`config.mk`:
```
export PLATFORM = sky130hd
export DESIGN_NAME = fdfr_core
export DESIGN_NICKNAME = d
export VERILOG_FILES = /design/src/include/fdfr_pkg.sv /design/src/rtl/fdfr_core.sv
export SDC_FILE = /design/constraint.sdc
export NUM_CORES = 1
export LEC_CHECK = 0
export ABC_AREA = 1
export BUFFER_PORTS_ARGS = -buffer_cell sky130_fd_sc_hd__clkbuf_2
export CAP_MARGIN = 25
export CORE_ASPECT_RATIO = 0.9
export CORE_MARGIN = 4
export CORE_UTILIZATION = 35
export DETAILED_ROUTE_END_ITERATION = 7
export GPL_ROUTABILITY_DRIVEN = 1
export GPL_TIMING_DRIVEN = 0
export SETUP_SLACK_MARGIN = 0.02
export SLEW_MARGIN = 5
export SYNTH_ARGS = -nofsm -noshare
export SYNTH_HDL_FRONTEND = slang
export SYNTH_SLANG_ARGS = --single-unit
export TNS_END_PERCENT = 5
```
`constraint.sdc`:
```
create_clock -name pclk -period 4.2 [get_ports pclk]
set_input_delay 1.26 -clock pclk [delete_from_list [all_inputs] [get_ports pclk]]
set_output_delay 1.26 -clock pclk [all_outputs]
set_load 0.01 [all_outputs]
```
`src/include/fdfr_pkg.sv`:
```
// Purpose: Shared constants for the fan floor and local ramp block
// Assumes: APB register access, 50 MHz pclk
// Notes:   Register byte address is four times the register index
package fdfr_pkg;
    // Register indices; byte address = index * 4
    localparam logic [7:0]  IDX_LOCK_CFG   = 8'h40;
    localparam logic [7:0]  IDX_SPEED_CFG  = 8'h10;
    localparam logic [7:0]  IDX_FLOOR_CFG  = 8'h62;
    localparam logic [7:0]  IDX_RAMP_CFG   = 8'h63;
    localparam int          ADDR_LSB       = 2;
    localparam int          ADDR_W         = 12;

    // Field positions
    localparam int          LOCK_BIT       = 1;
    localparam int          SLOW_BIT       = 7;
    localparam int          SYNC_BIT       = 4;
    localparam int          FLOOR1_BIT     = 5;
    localparam int          FLOOR2_BIT     = 6;
    localparam int          FLOOR3_BIT     = 7;
    localparam int          RATE_LSB       = 0;
    localparam int          RATE_W         = 3;

    // Reset values
    localparam logic [7:0]  LOCK_RST       = 8'h00;
    localparam logic [7:0]  SPEED_RST      = 8'h00;
    localparam logic [7:0]  FLOOR_RST      = 8'h00;
    localparam logic [7:0]  RAMP_RST       = 8'h00;
    localparam logic [7:0]  DUTY_ZERO      = 8'h00;
    localparam logic [7:0]  DUTY_FULL      = 8'hFF;

    // Ramp timing: full scale time at one increment per slot
    localparam longint      CLK_HZ         = 50000000;
    localparam longint      FULL_SCALE_MS  = 37500;
    localparam longint      FULL_SLOW_MS   = 52200;
    localparam longint      FULL_STEPS     = 255;
    localparam longint      SLOT_CYC       = (FULL_SCALE_MS * CLK_HZ) / (1000 * FULL_STEPS);
    localparam longint      SLOT_SLOW_CYC  = (FULL_SLOW_MS * CLK_HZ) / (1000 * FULL_STEPS);
    localparam int          SLOT_W         = 24;

    typedef logic [7:0] fdfr_duty_t;

    // Increment per slot for each rate code
    function automatic fdfr_duty_t fdfr_step(input logic [RATE_W-1:0] code);
        fdfr_duty_t s;
        s = 8'h01;
        case (code)
            3'h0:    s = 8'h01;
            3'h1:    s = 8'h02;
            3'h2:    s = 8'h03;
            3'h3:    s = 8'h04;
            3'h4:    s = 8'h08;
            3'h5:    s = 8'h0C;
            3'h6:    s = 8'h18;
            default: s = 8'h30;
        endcase
        return s;
    endfunction
endpackage

```
`src/rtl/fdfr_core.sv`:
```
// Purpose: Fan floor select, tach sync select and local ramp limiter
// Assumes: Auto-mode and threshold inputs come from logic on pclk
// Notes:   PWM outputs are 8-bit, period 255 pclk cycles
//
// Register access over APB is this design's own decision.
`timescale 1ns/10ps

// Summary of operation
// - Sync bit picks tach 2-4 or 3-4
// - Fan 1 floor: off or minimum duty
// - Fan 2 floor: off or minimum duty
// - Fan 3 floor: off or minimum duty
// - Lock makes config registers read-only
// - Ramp register resets to zero
// - Bits 2:0 set local ramp rate
// - Ramp duty steps, never jumps, to new target; floor mode switches fan duty at once
// - Rate codes give 1,2,3,4,8,12,24,48 increments
module fdfr_core #(
    parameter int SLOT_CYCLES      = int'(fdfr_pkg::SLOT_CYC),
    parameter int SLOT_SLOW_CYCLES = int'(fdfr_pkg::SLOT_SLOW_CYC)
) (
    input  wire logic                      pclk,
    input  wire logic                      presetn,
    input  wire logic                      psel,
    input  wire logic                      penable,
    input  wire logic                      pwrite,
    input  wire logic [fdfr_pkg::ADDR_W-1:0] paddr,
    input  wire logic [31:0]               pwdata,
    output logic      [31:0]               prdata,
    output logic                           pready,
    output logic                           pslverr,
    input  wire logic [2:0]                fan_auto_mode,
    input  wire logic [2:0]                below_start_hyst,
    input  wire fdfr_pkg::fdfr_duty_t      fan_min_duty_1,
    input  wire fdfr_pkg::fdfr_duty_t      fan_min_duty_2,
    input  wire fdfr_pkg::fdfr_duty_t      fan_min_duty_3,
    input  wire fdfr_pkg::fdfr_duty_t      local_target_duty,
    output logic [2:0]                     speed_sense_sync,
    output fdfr_pkg::fdfr_duty_t           fan_duty_1,
    output fdfr_pkg::fdfr_duty_t           fan_duty_2,
    output fdfr_pkg::fdfr_duty_t           fan_duty_3,
    output logic                           fan_drive_1,
    output logic                           fan_drive_2,
    output logic                           fan_drive_3
);
    import fdfr_pkg::*;

    logic [7:0]         lock_reg,  lock_next;
    logic [7:0]         speed_reg, speed_next;
    logic [7:0]         floor_reg, floor_next;
    logic [7:0]         ramp_reg,  ramp_next;
    logic [31:0]        rdata_reg, rdata_next;
    logic               err_reg,   err_next;
    logic [SLOT_W-1:0]  slot_reg,  slot_next;
    fdfr_duty_t         duty_reg,  duty_next;
    fdfr_duty_t         fan_reg [3];
    fdfr_duty_t         fan_next [3];
    fdfr_duty_t         pwm_reg,   pwm_next;
    logic [2:0]         drv_reg,   drv_next;

    logic               setup;
    logic               wr;
    logic [7:0]         idx;
    logic               mapped;
    logic               locked;
    logic               tick;
    logic [SLOT_W-1:0]  slot_last;
    fdfr_duty_t         step;
    fdfr_duty_t         gap;
    fdfr_duty_t         min_duty [3];
    logic [2:0]         floor_sel;

    assign idx    = paddr[ADDR_LSB +: 8];
    assign setup  = psel && !penable;
    assign wr     = psel && penable && pwrite;
    assign locked = lock_reg[LOCK_BIT];
    assign mapped = (paddr[ADDR_W-1:ADDR_LSB+8] == '0) && (paddr[ADDR_LSB-1:0] == '0)
                    && (idx == IDX_LOCK_CFG || idx == IDX_SPEED_CFG
                        || idx == IDX_FLOOR_CFG || idx == IDX_RAMP_CFG);

    // Answer is prepared in setup so access completes in one cycle
    assign pready  = 1'b1;
    assign prdata  = rdata_reg;
    assign pslverr = err_reg;

    // Register file
    always_comb
    begin
        lock_next  = lock_reg;
        speed_next = speed_reg;
        floor_next = floor_reg;
        ramp_next  = ramp_reg;
        rdata_next = rdata_reg;
        err_next   = err_reg;
        if (setup)
        begin
            err_next   = !mapped;
            rdata_next = 32'h0000_0000;
            if (mapped && !pwrite)
            begin
                case (idx)
                    IDX_LOCK_CFG:  rdata_next = {24'h00_0000, lock_reg};
                    IDX_SPEED_CFG: rdata_next = {24'h00_0000, speed_reg};
                    IDX_FLOOR_CFG: rdata_next = {24'h00_0000, floor_reg};
                    IDX_RAMP_CFG:  rdata_next = {24'h00_0000, ramp_reg};
                    default:       rdata_next = 32'h0000_0000;
                endcase
            end
        end
        if (wr && mapped)
        begin
            case (idx)
                // Lock is sticky; only reset clears it
                IDX_LOCK_CFG:  lock_next[LOCK_BIT] = lock_reg[LOCK_BIT] | pwdata[LOCK_BIT];
                IDX_SPEED_CFG: if (!locked) speed_next = pwdata[7:0];
                IDX_FLOOR_CFG: if (!locked) floor_next = pwdata[7:0];
                IDX_RAMP_CFG:  if (!locked) ramp_next = pwdata[7:0];
                default:       lock_next = lock_reg;
            endcase
        end
    end

    always_ff @(posedge pclk or negedge presetn)
    begin
        if (!presetn)
        begin
            lock_reg  <= LOCK_RST;
            speed_reg <= SPEED_RST;
            floor_reg <= FLOOR_RST;
            ramp_reg  <= RAMP_RST;
            rdata_reg <= 32'h0000_0000;
            err_reg   <= 1'b0;
        end
        else
        begin
            lock_reg  <= lock_next;
            speed_reg <= speed_next;
            floor_reg <= floor_next;
            ramp_reg  <= ramp_next;
            rdata_reg <= rdata_next;
            err_reg   <= err_next;
        end
    end

    // Tach 3 and 4 always follow drive 3; tach 2 only when selected
    assign speed_sense_sync = {1'b1, 1'b1, floor_reg[SYNC_BIT]};

    // Local ramp limiter
    assign slot_last = speed_reg[SLOW_BIT] ? SLOT_W'(SLOT_SLOW_CYCLES - 1) : SLOT_W'(SLOT_CYCLES - 1);
    assign tick      = (slot_reg >= slot_last);
    assign step      = fdfr_step(ramp_reg[RATE_LSB +: RATE_W]);
    assign gap       = (local_target_duty > duty_reg) ? local_target_duty - duty_reg
                                                      : duty_reg - local_target_duty;

    always_comb
    begin
        slot_next = tick ? '0 : slot_reg + 1'b1;
        duty_next = duty_reg;
        // Clamp at target so the last step never overshoots
        if (tick && gap != DUTY_ZERO)
        begin
            if (gap <= step)
                duty_next = local_target_duty;
            else if (local_target_duty > duty_reg)
                duty_next = duty_reg + step;
            else
                duty_next = duty_reg - step;
        end
    end

    always_ff @(posedge pclk or negedge presetn)
    begin
        if (!presetn)
        begin
            slot_reg <= '0;
            duty_reg <= DUTY_ZERO;
        end
        else
        begin
            slot_reg <= slot_next;
            duty_reg <= duty_next;
        end
    end

    // Per-fan floor and PWM
    assign min_duty[0] = fan_min_duty_1;
    assign min_duty[1] = fan_min_duty_2;
    assign min_duty[2] = fan_min_duty_3;
    assign floor_sel   = {floor_reg[FLOOR3_BIT], floor_reg[FLOOR2_BIT], floor_reg[FLOOR1_BIT]};
    assign pwm_next    = (pwm_reg == DUTY_FULL - 1'b1) ? DUTY_ZERO : pwm_reg + 1'b1;

    for (genvar g = 0; g < 3; g++)
    begin : g_fan
        always_comb
        begin
            fan_next[g] = duty_reg;
            if (fan_auto_mode[g] && below_start_hyst[g])
                fan_next[g] = floor_sel[g] ? min_duty[g] : DUTY_ZERO;
            drv_next[g] = (pwm_reg < fan_reg[g]);
        end

        always_ff @(posedge pclk or negedge presetn)
        begin
            if (!presetn)
            begin
                fan_reg[g] <= DUTY_ZERO;
                drv_reg[g] <= 1'b0;
            end
            else
            begin
                fan_reg[g] <= fan_next[g];
                drv_reg[g] <= drv_next[g];
            end
        end
    end

    always_ff @(posedge pclk or negedge presetn)
    begin
        if (!presetn)
            pwm_reg <= DUTY_ZERO;
        else
            pwm_reg <= pwm_next;
    end

    assign fan_duty_1  = fan_reg[0];
    assign fan_duty_2  = fan_reg[1];
    assign fan_duty_3  = fan_reg[2];
    assign fan_drive_1 = drv_reg[0];
    assign fan_drive_2 = drv_reg[1];
    assign fan_drive_3 = drv_reg[2];
endmodule // fdfr_core

```
==> results.toml, run 1 <==
[global_routing]
grt_util_all_layers = 0.163
grt_pass1_vias = 6016
grt_max_degree = 102
grt_pass1_wl_mm = 30.9
grt_antenna_before_repair = 0
grt_overflow = 0

[final_layout]
largest_reg_flops = 24
fin_area_mm2 = 0.00856
final_net_count = 1259
drive_gt1_frac = 0.179
antennaDiodeCount = 0
syn_to_final_growth_pct = 17.0
fin_util = 0.422

[yosys]
synth_area_per_cell_um2 = 7.58
ys.flop_type = "dfrtp_1"
synth_top_area_cell = "dfrtp_1"
postSynthCellCount = 966
ys_warn_count = 0
synth_edf_count = 0
synth_seq_cells = 101
post_synth_num_cell_types = 45
synthTopCellsByArea = "dfrtp_1 (35%), nand2_1 (13%), ha_1 (12%)"
yosysTopAreaCellShare = 0.345
synthArstFlopShare = 1.00
ys_seq_area_frac = 0.345
syn_area_mm2 = 0.00732

[power_and_ir_drop]
peakVddDrop_uv = 207
total_power_uw = 2120
pwr_density_cell_mw_per_mm2 = 248
leakagePower_uw = 0.00466

[timing]
fin_crit_ns = 3.97
fmax_mhz = 252
drv_slew = 0
fin_tns_setup_ns = 0
max_slew_margin = 0.444
rsz0062_at_grt = "true"
hold_viol_final = 0
skew_ns = 0.00731
worst_pin_slew_ns = 0.833
setup_viol = 0
finalCritPeriodShare = 0.945
hold_slack_ns = 0.493

[clock_tree]
clk_latency_ns = 0.36
cts-root-buf = "clkbuf_16"
cts_setup_buffers = 0
holdBufCountCts = 0
htree_levels = 3
numCtsBuffers = 9
cts_resized = 0
tritoncts = "done"
clockBufferDepth = 2
clkTransAtPathRegs_ns = 0.07
cts_sinks = 101

[setup_path]
cp.arrival_ns = 4.21
r2r_slack_ns = 0.62
reg2reg_from = "duty_reg[1]$_DFFE_PN0P_"
worst_path_max_delay_cell = "fa_1"
worst-setup-path-type = "primary input to register"
max_stage_delay_ns = 0.44
end_kind = "register"
critical_path.most_common_cell = "nand2_1"
cp_max_fo = 10
rr_worst_depth = 21
r2r-end = "duty_reg[7]$_DFFE_PN0P_"
worstPathRequired_ns = 4.45
startpoint_type = "primary input"
cp_cell_sequence = "clkbuf_2 > inv_1 > ha_1 > inv_1 > fa_1 > nand2_1 > nand2_2 > nand2_2 > nand2_2 > nand2_4 > buf_6 > nor2_1 > xor2_1 > ha_1 > a21oi_1 > nand2_1 > a31oi_1 > inv_1 > nand2_1 > nand2_1 > nand2_1 > nand2_1 > nand3_1 > nand2_1"

[detailed_routing]
num_vias = 6429
routed_wirelength_mm = 18.9
wl_per_cell_um = 13.6
antenna_left = 0
drc_errors = 0
first_pass_iters = 4
drt_iter0_markers = 374
routed_via_density = 4.64

[die]
start_util = 0.361
fp.dieW_um = 160
rows = 49
die_area_mm2 = 0.0233
ios = 151
core-area_mm2 = 0.0203
die_h_um = 145

[min_path]
hold_path_end = "prdata[4]$_DFFE_PN0P_"
whs_path_depth = 2
min_path_type = "register to register"
worstHoldStart = "prdata[4]$_DFFE_PN0P_"

[flow_run]
drv_cap = 0

[placed_design]
io_buffer_count = 99
dpl_cell_area_mm2 = 0.00827
hpwlAfterDp_mm = 14.8
gp_congestion = 0.842

[outcome]
status = "complete, no violations"
## final cells by class
class / instances / area (um^2)
multi-input combinational: 699 / 4000
timing repair buffer: 99 / 504
clock buffer: 10 / 229
tap: 280 / 350
sequential: 101 / 2530
inverter: 148 / 563
buffer: 43 / 329
clock inverter: 5 / 62.6
fill: 2066 / 11700
## synth_stat cells, types with 5 or more instances
cell type    n
nor4_1       5
buf_6        5
buf_4       28
nor3b_1      8
dfrtp_1    101
ha_1        68
nor3_1      13
nand2_2     15
nand3_1     35
o22ai_1     11
xnor2_1      7
inv_1      145
nand2_1    256
o21ai_2      6
xor2_1      15
a21oi_1     43
o21ai_0     65
nand4_1     23
nor2_1      60
## cell usage in the layout (no fill, tap or decap), types with 9 or more instances in the layout
| cell type | n |
|---|---|
| nor2_1 | 60 |
| clkbuf_2 | 98 |
| nor3_1 | 13 |
| o22ai_1 | 11 |
| ha_1 | 68 |
| clkbuf_16 | 9 |
| conb_1 | 27 |
| inv_1 | 145 |
| nand2_1 | 255 |
| nand2_2 | 16 |
| xor2_1 | 15 |
| buf_4 | 28 |
| nand4_1 | 23 |
| o21ai_0 | 65 |
| a21oi_1 | 43 |
| dfrtp_1 | 101 |
| nand3_1 | 35 |
## metal layers
metal  vias up  global-route usage  wire [um]
met1      2961               0.241       9650
met3        14              0.0284        832
met4         0              0.0413        213
met5         -                   0          0
li1       3337                   -          -
met2       117               0.246       8180
## how the worst max path moves through the flow
stage,from,to,slack [ns],cells past startpoint
5_1_grt,local_target_duty[0],duty_reg[6]$_DFFE_PN0P_,0.004,23
2_1_floorplan,local_target_duty[0],duty_reg[7]$_DFFE_PN0P_,0.39,23
3_3_place_gp,local_target_duty[0],duty_reg[7]$_DFFE_PN0P_,-0.11,24
6_report,local_target_duty[0],duty_reg[7]$_DFFE_PN0P_,0.23,24
4_1_cts,local_target_duty[0],duty_reg[7]$_DFFE_PN0P_,0.25,24
3_5_place_dp,local_target_duty[0],duty_reg[6]$_DFFE_PN0P_,-0.11,23
## power by group
group / switching (uW) / internal (uW)
Clock: 375 / 461
Sequential: 6.77 / 984
Combinational: 182 / 112
Total: 564 / 1560
## per-stage QoR
step | std cells | setup WS, ns
6_report | 1385 | 0.232
5_1_grt | 1385 | 0.00431
4_1_cts | 1385 | 0.249
3_5_place_dp | 1370 | -0.114
3_3_place_gp | 1370 | -0.107
2_1_floorplan | 991 | 0.395
## cell families after synthesis
group / after synthesis / share of synthesized area
AOI/OAI and AO/OA: 140 / 0.106
adders and majority gates: 71 / 0.124
buffers and inverters: 191 / 0.122
and+or+nand+nor: 439 / 0.275
DFF: 101 / 0.345
other: 2 / 0.00103
xor gates and xnor gates: 22 / 0.0263
## worst max-delay path, delay by kind of cell
| kind | cells | cell delay, ns |
|---|---|---|
| XOR/XNOR | 1 | 0.14 |
| adder cells (fa/ha/maj) | 3 | 0.94 |
| buffers and inverters | 5 | 0.50 |
| AO/OA/AOI/OAI | 2 | 0.44 |
| AND/OR/NAND/NOR | 13 | 0.92 |
(Power assumes the default switching activity.)
==> inputs of run 2 (changes only) <==
clock period = 4.8 ns   (was 4.2 ns; I/O delays follow)
==> results.toml, run 2 (same netlist as run 1, synthesis figures left out) <==
[clock_tree]
holdBufCountCts = 0
cts_setup_buffers = 0
cts_sinks = 101
htree_levels = 3
cts_resized = 0
tritoncts = "done"
clkTransAtPathRegs_ns = 0.07
cts-root-buf = "clkbuf_16"
clockBufferDepth = 2
clk_latency_ns = 0.36
numCtsBuffers = 9

[timing]
max_slew_margin = 0.444
fmax_mhz = 241
rsz0062_at_grt = "false"
hold_viol_final = 0
setup_viol = 0
skew_ns = 0.00713
finalCritPeriodShare = 0.864
drv_slew = 0
fin_crit_ns = 4.15
fin_tns_setup_ns = 0
worst_pin_slew_ns = 0.833

[global_routing]
grt_util_all_layers = 0.163
grt_pass1_vias = 6016
grt_max_degree = 102
grt_overflow = 0
grt_pass1_wl_mm = 30.9
grt_antenna_before_repair = 0

[setup_path]
cp_max_fo = 10
critical_path.most_common_cell = "nand2_1"
cp_cell_sequence = "clkbuf_2 > inv_1 > ha_1 > inv_1 > fa_1 > nand2_1 > nand2_2 > nand2_2 > nand2_2 > nand2_4 > buf_6 > nor2_1 > xor2_1 > ha_1 > a21oi_1 > nand2_1 > a31oi_1 > inv_1 > nand2_1 > nand2_1 > nand2_1 > nand2_1 > nand3_1 > nand2_1"
startpoint_type = "primary input"
end_kind = "register"
worst-setup-path-type = "primary input to register"
worstPathRequired_ns = 5.05
max_stage_delay_ns = 0.44
worst_path_max_delay_cell = "fa_1"
cp.arrival_ns = 4.40

[flow_run]
drv_cap = 0

[die]
rows = 49
core-area_mm2 = 0.0203
fp.dieW_um = 160
start_util = 0.361
die_area_mm2 = 0.0233
ios = 151
die_h_um = 145

[power_and_ir_drop]
intPower_uw = 1360
leakagePower_uw = 0.00466
clockPowerShare = 0.394
share_seq_of_total_power = 0.467
pwr_density_cell_mw_per_mm2 = 217
peakVddDrop_uv = 181
swShare = 0.266
switchingPower_uw = 493
comb_power_share = 0.139
total_power_uw = 1860

[placed_design]
hpwlAfterDp_mm = 14.8
io_buffer_count = 99
gp_congestion = 0.842

[detailed_routing]
drc_errors = 0
antenna_left = 0
drt_iter0_markers = 371
num_vias = 6427
wl_per_cell_um = 13.6
first_pass_iters = 5
routed_wirelength_mm = 18.9
routed_via_density = 4.64

[final_layout]
antennaDiodeCount = 0
layout_commonest_cell = "nand2_1"
largest_reg_flops = 24
syn_to_final_growth_pct = 16.9
drive_gt1_frac = 0.178
layout_common_cells = "nand2_1 (256), inv_1 (145), dfrtp_1 (101)"
fin_util = 0.422
final_net_count = 1259

[min_path]
min_path_type = "register to register"

[outcome]
status = "complete, no violations"
==> run 2: worst paths after layout <==
check / cells after the start / endpoint / slack [ns] / startpoint
max: 24 / duty_reg[7]$_DFFE_PN0P_ / 0.65 / local_target_duty[0]
min: 2 / prdata[4]$_DFFE_PN0P_ / 0.49 / prdata[4]$_DFFE_PN0P_
max reg2reg: 21 / duty_reg[7]$_DFFE_PN0P_ / 1.22 / duty_reg[1]$_DFFE_PN0P_
min reg2reg: 2 / prdata[4]$_DFFE_PN0P_ / 0.49 / prdata[4]$_DFFE_PN0P_
max in group asynchronous: 1 / fan_duty_1[1]$_DFF_PN0_ / 3.04 / presetn
min in group asynchronous: 1 / slot_reg[9]$_DFF_PN0_ / 1.15 / presetn
==> run 2: area by class of cell <==
type                       count  area, um^2
tap                          280         350
clock buffer                  10         229
buffer                        43         329
clock inverter                 5        62.6
sequential                   101        2530
multi-input combinational    699        4000
timing repair buffer          99         504
fill                        2065       11700
inverter                     148         563
==> run 2: power groups by stage <==
stage,clock [uW],combinational (uW),sequential [uW]
floorplan,0,160,887
global placement,0,256,883
detailed placement,0,258,883
CTS,752,259,866
global route,778,295,867
finish,732,257,867
==> run 2: routing by layer <==
metal	track usage	part of all wire	routed length, um
met5	0	0	0
met4	0.0413	0.011	213
met3	0.0284	0.044	832
met2	0.246	0.43	8180
met1	0.241	0.51	9660
==> run 2: metrics by stage <==
stage / hold WS (ns) / instance area, um^2 / std cells / setup slack, ns
2_1_floorplan: 0.454 / 7420 / 991 / 0.815
3_3_place_gp: 0.472 / 8260 / 1370 / 0.313
3_5_place_dp: 0.481 / 8270 / 1370 / 0.306
4_1_cts: 0.496 / 8560 / 1385 / 0.669
5_1_grt: 0.520 / 8560 / 1385 / 0.404
6_report: 0.493 / 8560 / 1385 / 0.651
==> run 2: worst max-delay path, delay by kind of cell <==
kind | cells | cell delay, ns
buf+inv | 5 | 0.50
xor+xnor | 1 | 0.14
compound gates | 2 | 0.44
fa+ha+maj | 3 | 0.94
simple gates | 13 | 0.92
